File: src/common/mck_pkg.sv
/*
 machine check / checkstop unit: shared constants, types and encodings.
 assumes big-endian bit numbering in the architecture, bit n at index 31-n.
*/
// Operation
// RULE_01 - enable set: listed errors start the exception
// RULE_02 - enable clear: error enters checkstop instead
// RULE_03 - config bit 0 masks machine check pin
// RULE_04 - config bit 2 gates address parity errors
// RULE_05 - config bit 3 gates data parity errors
// RULE_06 - config bit 15 changes only by write
// RULE_07 - hard reset clears flag, soft keeps it
// RULE_08 - transfer error exception is imprecise, unordered
// RULE_09 - zeroed block error may wait for writeback
// RULE_10 - address register gets executing instruction address
// RULE_11 - status image: clears, copies, recoverable bit
// RULE_12 - status bits 11-13 flag l2, pin, transfer
// RULE_13 - status bits 14-15 flag data, address parity
// RULE_14 - several causes set several status bits
// RULE_15 - entry clears most state bits, endian copied
// RULE_16 - fetch resumes at vector offset 0x200
// RULE_17 - prefix selects low or high vector base
// RULE_18 - checkstop halts and freezes within two cycles
// RULE_19 - checkstop drives open-drain checkstop output
// RULE_20 - checkstop input forces checkstop state
// RULE_21 - handler should set enable again soon
// RULE_22 - async pins synchronised before use
`default_nettype none
package mck_pkg;
    localparam int unsigned XLEN = 32;
    // configuration register fields
    localparam int unsigned CFG_PIN_EN_BIT = 31;
    localparam int unsigned CFG_ADDR_PAR_BIT = 29;
    localparam int unsigned CFG_DATA_PAR_BIT = 28;
    localparam int unsigned CFG_NOT_COLD_BIT = 16;
    localparam logic [31:0] CFG_RESET = 32'h0000_0000;
    localparam logic [31:0] SRR_RESET = 32'h0000_0000;
    // machine state fields
    localparam int unsigned MSR_VEC_BIT = 25;
    localparam int unsigned MSR_POW_BIT = 18;
    localparam int unsigned MSR_ILE_BIT = 16;
    localparam int unsigned MSR_EE_BIT = 15;
    localparam int unsigned MSR_FP_BIT = 13;
    localparam int unsigned MSR_ME_BIT = 12;
    localparam int unsigned MSR_FE0_BIT = 11;
    localparam int unsigned MSR_SE_BIT = 10;
    localparam int unsigned MSR_BE_BIT = 9;
    localparam int unsigned MSR_FE1_BIT = 8;
    localparam int unsigned MSR_IP_BIT = 6;
    localparam int unsigned MSR_IR_BIT = 5;
    localparam int unsigned MSR_DR_BIT = 4;
    localparam int unsigned MSR_PM_BIT = 2;
    localparam int unsigned MSR_RI_BIT = 1;
    localparam int unsigned MSR_LE_BIT = 0;
    // external enable (bit 16) is cleared on entry along with the rest
    localparam logic [31:0] MSR_CLEAR_MASK = 32'h0204_bf37;
    // status image: bits 6, 16-29 and 31 copied from machine state
    localparam logic [31:0] SAVE_RESTORE_STATUS_COPY_MASK = 32'h0200_fffd;
    localparam int unsigned SAVE_RESTORE_STATUS_RECOV_BIT = 1;
    localparam int unsigned SAVE_RESTORE_STATUS_CAUSE_LSB = 16;
    // vector placement
    localparam logic [31:0] VEC_OFFSET = 32'h0000_0200;
    localparam logic [31:0] VEC_BASE_LOW = 32'h0000_0000;
    localparam logic [31:0] VEC_BASE_HIGH = 32'hfff0_0000;
    localparam int unsigned FREEZE_CYCLES = 2;

    // special register select on the move-to/from port
    typedef enum logic [1:0] {
        MCK_SPR_CONFIG = 2'h0,
        MCK_SPR_ADDR = 2'h1,
        MCK_SPR_STATUS = 2'h2,
        MCK_SPR_NONE = 2'h3
    } mck_spr_t;

    typedef enum logic [1:0] {
        MCK_RUN = 2'b01,
        MCK_STOP = 2'b10
    } mck_state_t;

    // ordered as status image bits 11..15
    typedef struct packed {
        logic l2DataParity;
        logic pin;
        logic transferErr;
        logic dataParity;
        logic addrParity;
    } mck_cause_t;
endpackage : mck_pkg
`default_nettype wire

File: src/logic/mck_unit.sv
/*
 machine check and checkstop unit: gathers error sources, takes the
 exception or enters checkstop, holds config and save/restore registers.
 assumes the core applies machineStateOut on the edge after
 machineStateLoad, and honours haltCore at once.
*/
`timescale 1ns/1ns
`default_nettype none
module mck_unit (
    input wire logic clock,
    input wire logic nrst,
    input wire logic machineCheckPinN,
    input wire logic checkstopInputN,
    input wire logic transferErrorAck,
    input wire logic busAddrParityErr,
    input wire logic busDataParityErr,
    input wire logic l2DataParityErr,
    input wire logic [31:0] machineState,
    input wire logic recoverableIn,
    input wire logic [31:0] currentEa,
    input wire logic sprWrite,
    input wire mck_pkg::mck_spr_t sprSel,
    input wire logic [31:0] sprWrData,
    output logic [31:0] sprRdData,
    output logic [31:0] machineStateOut,
    output logic machineStateLoad,
    output logic [31:0] fetchAddr,
    output logic fetchRedirect,
    output logic haltCore,
    output logic checkstopOutput,
    output logic checkstopOutputOe_n
);
    logic rstN; // synchronised reset
    logic [1:0] pinsSync; // {pin, checkstop in}, active low
    logic pinPrev_q, pinPrev_d; // last synced pin level
    logic pinEvent; // one clean assertion event
    logic ckstpInAct; // external checkstop request
    logic meEff; // enable, masked while our update is in flight
    mck_pkg::mck_cause_t causeNow; // gated sources this cycle
    logic anyCause;
    logic [31:0] statusImage, stateImage, vectorAddr;
    mck_pkg::mck_state_t state_q, state_d;
    logic [31:0] cfg_q, cfg_d; // configuration register
    logic [31:0] save_restore_address_q, save_restore_address_d; // save/restore address
    logic [31:0] save_restore_status_q, save_restore_status_d; // save/restore status
    logic [31:0] rd_q, rd_d;
    logic [31:0] msrOut_q, msrOut_d;
    logic load_q, load_d;
    logic [31:0] fetch_q, fetch_d;
    logic redir_q, redir_d;
    logic halt_q, halt_d;
    logic oen_q, oen_d;
    logic ckVal_q; // open-drain low level

    // reset release through two flops; assertion stays asynchronous
    mck_sync #(.WIDTH(1), .RESET_VAL(1'b0)) u_rst (
        .clock(clock),
        .nrst(nrst),
        .d(1'b1),
        .q(rstN)
    );

    // pins idle high, so the synchroniser resets high
    mck_sync #(.WIDTH(2), .RESET_VAL(2'b11)) u_pins (
        .clock(clock),
        .nrst(rstN),
        .d({machineCheckPinN, checkstopInputN}),
        .q(pinsSync)
    );

    mck_entry_image u_img (
        .machineState(machineState),
        .causes(causeNow),
        .recoverable(recoverableIn),
        .statusImage(statusImage),
        .stateImage(stateImage),
        .vectorAddr(vectorAddr)
    );

    // edge, not level: a held pin must not retrigger after the handler
    assign pinEvent = pinPrev_q & ~pinsSync[1]; // see RULE_22
    assign ckstpInAct = ~pinsSync[0]; // see RULE_20
    // the core still shows the old enable until it loads our image
    assign meEff = machineState[mck_pkg::MSR_ME_BIT] & ~load_q;

    // pin and parity source gating by configuration enables
    always_comb
    begin
        causeNow.pin = pinEvent & cfg_q[mck_pkg::CFG_PIN_EN_BIT]; // see RULE_03
        causeNow.addrParity = busAddrParityErr & cfg_q[mck_pkg::CFG_ADDR_PAR_BIT]; // see RULE_04
        causeNow.dataParity = busDataParityErr & cfg_q[mck_pkg::CFG_DATA_PAR_BIT]; // see RULE_05
        // may arrive any time after the access; no ordering kept
        causeNow.transferErr = transferErrorAck; // see RULE_08 see RULE_09
        causeNow.l2DataParity = l2DataParityErr;
        anyCause = |causeNow;
    end

    // next values for the whole unit
    always_comb
    begin
        state_d = state_q;
        cfg_d = cfg_q;
        save_restore_address_d = save_restore_address_q;
        save_restore_status_d = save_restore_status_q;
        rd_d = rd_q;
        msrOut_d = msrOut_q;
        load_d = 1'b0;
        fetch_d = fetch_q;
        redir_d = 1'b0;
        halt_d = halt_q;
        oen_d = oen_q;
        pinPrev_d = pinsSync[1];
        case (state_q)
            mck_pkg::MCK_RUN:
            begin
                // software moves; the only path that touches the flag
                if (sprWrite)
                begin
                    case (sprSel)
                        mck_pkg::MCK_SPR_CONFIG: cfg_d = sprWrData; // see RULE_06
                        mck_pkg::MCK_SPR_ADDR: save_restore_address_d = sprWrData;
                        mck_pkg::MCK_SPR_STATUS: save_restore_status_d = sprWrData;
                        default: ;
                    endcase
                end
                // read data follows the select each cycle
                case (sprSel)
                    mck_pkg::MCK_SPR_CONFIG: rd_d = cfg_q;
                    mck_pkg::MCK_SPR_ADDR: rd_d = save_restore_address_q;
                    mck_pkg::MCK_SPR_STATUS: rd_d = save_restore_status_q;
                    default: rd_d = 32'h0000_0000;
                endcase
                if (ckstpInAct || (anyCause && !meEff))
                begin
                    // disabled check or forced stop
                    state_d = mck_pkg::MCK_STOP; // see RULE_02 see RULE_20 see RULE_21
                    halt_d = 1'b1; // see RULE_18
                    oen_d = 1'b0; // see RULE_19
                end
                else if (anyCause)
                begin
                    // exception entry overrides a same-cycle software move
                    save_restore_address_d = currentEa; // see RULE_10
                    save_restore_status_d = statusImage; // see RULE_01 see RULE_11
                    msrOut_d = stateImage; // see RULE_15
                    load_d = 1'b1;
                    fetch_d = vectorAddr; // see RULE_16
                    redir_d = 1'b1;
                end
            end
            mck_pkg::MCK_STOP:
            begin
                // frozen until hard reset: nothing changes
                pinPrev_d = pinPrev_q; // see RULE_18
            end
            default:
            begin
                state_d = mck_pkg::MCK_STOP;
                halt_d = 1'b1;
                oen_d = 1'b0;
            end
        endcase
    end

    // register stage; hard reset clears the flag, soft reset never reaches here
    always_ff @(posedge clock or negedge rstN)
    begin
        if (!rstN)
        begin
            state_q <= mck_pkg::MCK_RUN;
            cfg_q <= mck_pkg::CFG_RESET; // see RULE_07
            save_restore_address_q <= mck_pkg::SRR_RESET;
            save_restore_status_q <= mck_pkg::SRR_RESET;
            rd_q <= 32'h0000_0000;
            msrOut_q <= 32'h0000_0000;
            load_q <= 1'b0;
            fetch_q <= 32'h0000_0000;
            redir_q <= 1'b0;
            halt_q <= 1'b0;
            oen_q <= 1'b1;
            pinPrev_q <= 1'b1;
            ckVal_q <= 1'b0;
        end
        else
        begin
            state_q <= state_d;
            cfg_q <= cfg_d;
            save_restore_address_q <= save_restore_address_d;
            save_restore_status_q <= save_restore_status_d;
            rd_q <= rd_d;
            msrOut_q <= msrOut_d;
            load_q <= load_d;
            fetch_q <= fetch_d;
            redir_q <= redir_d;
            halt_q <= halt_d;
            oen_q <= oen_d;
            pinPrev_q <= pinPrev_d;
            ckVal_q <= 1'b0;
        end
    end

    assign sprRdData = rd_q;
    assign machineStateOut = msrOut_q;
    assign machineStateLoad = load_q;
    assign fetchAddr = fetch_q;
    assign fetchRedirect = redir_q;
    assign haltCore = halt_q;
    assign checkstopOutput = ckVal_q;
    assign checkstopOutputOe_n = oen_q;

    logic takeNow; // run state with an accepted cause
    assign takeNow = (state_q == mck_pkg::MCK_RUN) && anyCause && meEff && !ckstpInAct;
endmodule : mck_unit
`default_nettype wire

File: src/logic/mck_sync.sv
/*
 two-flop level synchroniser, reset to a constant.
 assumes input is asynchronous; only the second flop leaves the module.
*/
`timescale 1ns/1ns
`default_nettype none
module mck_sync #(
    parameter int unsigned WIDTH = 1,
    parameter logic [WIDTH-1:0] RESET_VAL = '0
) (
    input wire logic clock,
    input wire logic nrst,
    input wire logic [WIDTH-1:0] d,
    output logic [WIDTH-1:0] q
);
    logic [WIDTH-1:0] meta_q; // first stage, read only by q

    // plain shift; metastability settles in meta_q
    always_ff @(posedge clock or negedge nrst)
    begin
        if (!nrst)
        begin
            meta_q <= RESET_VAL;
            q <= RESET_VAL;
        end
        else
        begin
            meta_q <= d; // see RULE_22
            q <= meta_q;
        end
    end
endmodule : mck_sync
`default_nettype wire

File: src/logic/mck_entry_image.sv
/*
 combinational images built on exception entry: status image,
 new machine state and vector address.
 assumes the caller registers the results.
*/
`timescale 1ns/1ns
`default_nettype none
module mck_entry_image (
    input wire logic [31:0] machineState,
    input wire mck_pkg::mck_cause_t causes,
    input wire logic recoverable,
    output logic [31:0] statusImage,
    output logic [31:0] stateImage,
    output logic [31:0] vectorAddr
);
    logic [31:0] causeField; // cause bits placed at 11..15
    logic [31:0] recovField; // recoverable bit placed at 30

    assign causeField = {27'h0, causes} << mck_pkg::SAVE_RESTORE_STATUS_CAUSE_LSB; // see RULE_14
    assign recovField = {31'h0, recoverable} << mck_pkg::SAVE_RESTORE_STATUS_RECOV_BIT;
    // reserved and cleared bits fall out of the mask as zero
    assign statusImage = (machineState & mck_pkg::SAVE_RESTORE_STATUS_COPY_MASK) // see RULE_11
        | causeField // see RULE_12 see RULE_13
        | recovField;
    // clear listed fields, then little-endian follows interrupt endian
    assign stateImage = ((machineState & ~mck_pkg::MSR_CLEAR_MASK) // see RULE_15
        & ~(32'h1 << mck_pkg::MSR_LE_BIT))
        | ({31'h0, machineState[mck_pkg::MSR_ILE_BIT]} << mck_pkg::MSR_LE_BIT);
    assign vectorAddr = (machineState[mck_pkg::MSR_IP_BIT] ? mck_pkg::VEC_BASE_HIGH // see RULE_17
        : mck_pkg::VEC_BASE_LOW) | mck_pkg::VEC_OFFSET; // see RULE_16
endmodule : mck_entry_image
`default_nettype wire

File: config.mk
export PLATFORM = sky130hd
export DESIGN_NAME = mck_unit
export DESIGN_NICKNAME = d
export VERILOG_FILES = /design/src/common/mck_pkg.sv /design/src/logic/mck_unit.sv /design/src/logic/mck_sync.sv /design/src/logic/mck_entry_image.sv
export SDC_FILE = /design/constraint.sdc
export NUM_CORES = 1
export LEC_CHECK = 0
export BUFFER_PORTS_ARGS = -buffer_cell sky130_fd_sc_hd__buf_4
export CAP_MARGIN = 40
export CORE_ASPECT_RATIO = 1.5
export CORE_MARGIN = 1.5
export CORE_UTILIZATION = 52
export CTS_CLUSTER_SIZE = 24
export DETAILED_ROUTE_END_ITERATION = 7
export PLACE_DENSITY = 0.82
export SYNTH_ARGS = -nofsm -noshare
export SYNTH_HDL_FRONTEND = slang
export SYNTH_SLANG_ARGS = --single-unit
File: constraint.sdc
create_clock -name clock -period 13.3 [get_ports clock]
set_clock_uncertainty 0.05 [all_clocks]
set_input_delay 3.99 -clock clock [delete_from_list [all_inputs] [get_ports clock]]
set_output_delay 3.99 -clock clock [all_outputs]
set_load 0.03 [all_outputs]
==> flow_metrics.tcl <==
set metrics [dict create \
    setup_viol 0 \
    ys.warnings.count 0 \
    reg2reg_to "machineStateOut[21]$_DFFE_PN0P_" \
    dr.pass1.iters 4 \
    die_h_um 153.3 \
    drc 0 \
    stdcell_count 1081 \
    async_flop_share_pct 100.0 \
    synthCells 738 \
    ioPinCount 209 \
    wl_mm 20.06 \
    timing.rr.start "cfg_q[28]$_DFFE_PN0P_" \
    postRouteAntennaNets 0 \
    grt_pass1_vias 6237 \
    reg2reg_depth 5 \
    worst-setup-path-type "input pin to flop" \
    min_path_type "flop to async pin" \
    fin_hold_ws_ps 304.6 \
    syn2layout_area_growth_pct 23.47 \
    nets 979 \
    numCtsBuffers 17 \
    n_fill_cell 1191 \
    cts_tree "done" \
    drive_above_1_share_pct 30.77 \
    port_buffers 173 \
    dieArea_um2 15820 \
    clock_sinks 157 \
    final_cell_mix "buf_4 (179), dfrtp_1 (150), nand2_1 (104), mux2i_1 (80), nand3_1 (49)" \
    r2r_setup_slack_ps 10750 \
    drt_iter0_drc 299 \
    die_w_um 103.2 \
    clk_path_buf_depth 2 \
    grt_first_pass_wirelength_mm 32.17 \
    dp.cells 1048 \
    dpl_worst_slack_ps 7050 \
    start_util_pct 53.41 \
    tns_ps 0 \
    worst_ep_required_time_ps 13540 \
    ys_ff_latch 157 \
    synth_edf_count 0 \
    track_usage_pct 26.55 \
    dominantRegCellSynth "dfrtp_1" \
    clock_latency_ps 410 \
    path_clk_slew_ps 60 \
    cp-end-kind "flop" \
    min_period_ps 5804 \
    wl_per_cell_um 18.55 \
    dpl.hpwl_mm 12.71 \
    cap_violations 0 \
    critPathMaxFanout 38 \
    gr-total-overflow 0 \
    final_common_cell "buf_4" \
    start_kind "input pin" \
    max_freq_mhz 172.3 \
    cts_hold_buf 0 \
    syn-mean-instance-area_um2 10.61 \
    root_buffer "clkbuf_16" \
    status "finished, final reports clean" \
    slew_headroom_pct 50.27 \
    vias 6046 \
    grt_setup_unrepaired "no" \
    core-area_um2 14660 \
    rows 54 \
    place_congestion 0.7632 \
    antenna_found_initial 1 \
    synthesis.area_um2 7831 \
    worst_pin_slew_ps 745.9 \
    crit_arrival_ps 6040 \
    avgViaCountPerCell 5.593 \
    min_period_over_period_pct 43.64 \
    cts_resized 0 \
    ir_drop_uv 65.51 \
    ys_seq_area_share_pct 50.26 \
    grt_max_degree 81 \
    hold_violations 0 \
    htree_levels 4 \
    p_leak_nw 4.872 \
    final_core_util_pct 65.95 \
    drv_slew 0 \
    ys_types 40 \
    post_cts_buffers 0 \
    setup_slack_ps 7496 \
    cellPowerDensity_nw_per_um2 113.7 \
]
## per-stage QoR
step           cell area, um^2  power [mW]
6_report                  9669       1.099
5_1_grt                   9669       1.133
2_1_floorplan             7951      0.5413
3_5_place_dp              9009      0.5726
4_1_cts                   9667       1.107
3_3_place_gp              8934      0.5711
## registers in the layout, summed over array words and instances, names as in the netlist, 2 cells and up
| register | flops |
|---|---|
| sprRdData | 32 |
| state_q | 2 |
| cfg_q | 32 |
| u_pins.q | 2 |
| save_restore_address_q | 32 |
| save_restore_status_q | 32 |
| machineStateOut | 18 |
| u_pins.meta_q | 2 |
## cells by family (layout without fill, tap and decap cells)
| logic type | count (synthesis) | count (layout) | share of synthesized area, % |
|---|---|---|---|
| compound gates | 140 | 140 | 11.71 |
| mux | 131 | 131 | 17.94 |
| simple gates | 206 | 206 | 11.74 |
| other cells | 2 | 35 | 0.09590 |
| flops | 157 | 157 | 50.26 |
| buf+inv | 102 | 216 | 8.244 |
## report_power, final
group	leakage (nW)	switching [mW]	internal, mW
Sequential	1.76	0.00326	0.479
Combinational	2.79	0.0486	0.0326
Clock	0.318	0.198	0.337
## Yosys cell counts (all sizes together), types with 2 or more instances
cell	count	area, um^2
o211ai	44	380.4
dfrtp	151	3779
inv	2	10.01
nor2	35	136.4
a32oi	4	35.03
nand2	105	401.6
o21ai	38	190.2
dfstp	6	157.7
buf	80	560.5
and3b	2	17.52
mux2i	80	800.8
a221o	4	40.04
conb	2	7.510
nor3	2	10.01
nand3b	3	26.27
mux2	51	604.3
and3	2	12.51
nand2b	3	26.27
nand3	50	262.8
nor2b	3	18.77
a21oi	46	230.2
clkbuf	20	75.07
## critical path, cell delays in order
cell	delay (ps)
buf_4	420
and3b_1	630
buf_4	380
o21ai_1	190
a221o_1	400
## final cells by class
type	instances	area (um^2)	area share, %
flip-flops and latches	157	3940	40.75
multi-input cells	511	3395	35.11
repair buffers	182	1419	14.67
clock buffers	21	480.5	4.969
well taps	196	245.2	2.536
clock inverters	11	177.7	1.837
inverters	2	10.01	0.1035
diodes	1	2.502	0.02588
## worst max path at each step
stage / end / start / slack, ps
finish: save_restore_status_q[16]$_DFFE_PN0P_ / sprSel[1] / 7500
global route: machineStateOut[31]$_DFFE_PN0P_ / busDataParityErr / 7390
CTS: machineStateOut[31]$_DFFE_PN0P_ / busDataParityErr / 7510
detailed placement: machineStateOut[31]$_DFFE_PN0P_ / busDataParityErr / 7050
global placement: machineStateOut[19]$_DFFE_PN0P_ / busDataParityErr / 7080
floorplan: cfg_q[25]$_DFFE_PN0P_ / sprSel[0] / 8060
## layer usage
metal	GRT usage [%]	routed length, um	vias to the layer above
li1	-	-	2785
met1	32.39	7888	3010
met2	45.77	10650	216
met3	4.618	967	35
met4	10.62	553	0
met5	0	0	-
(Power assumes the default switching activity.)
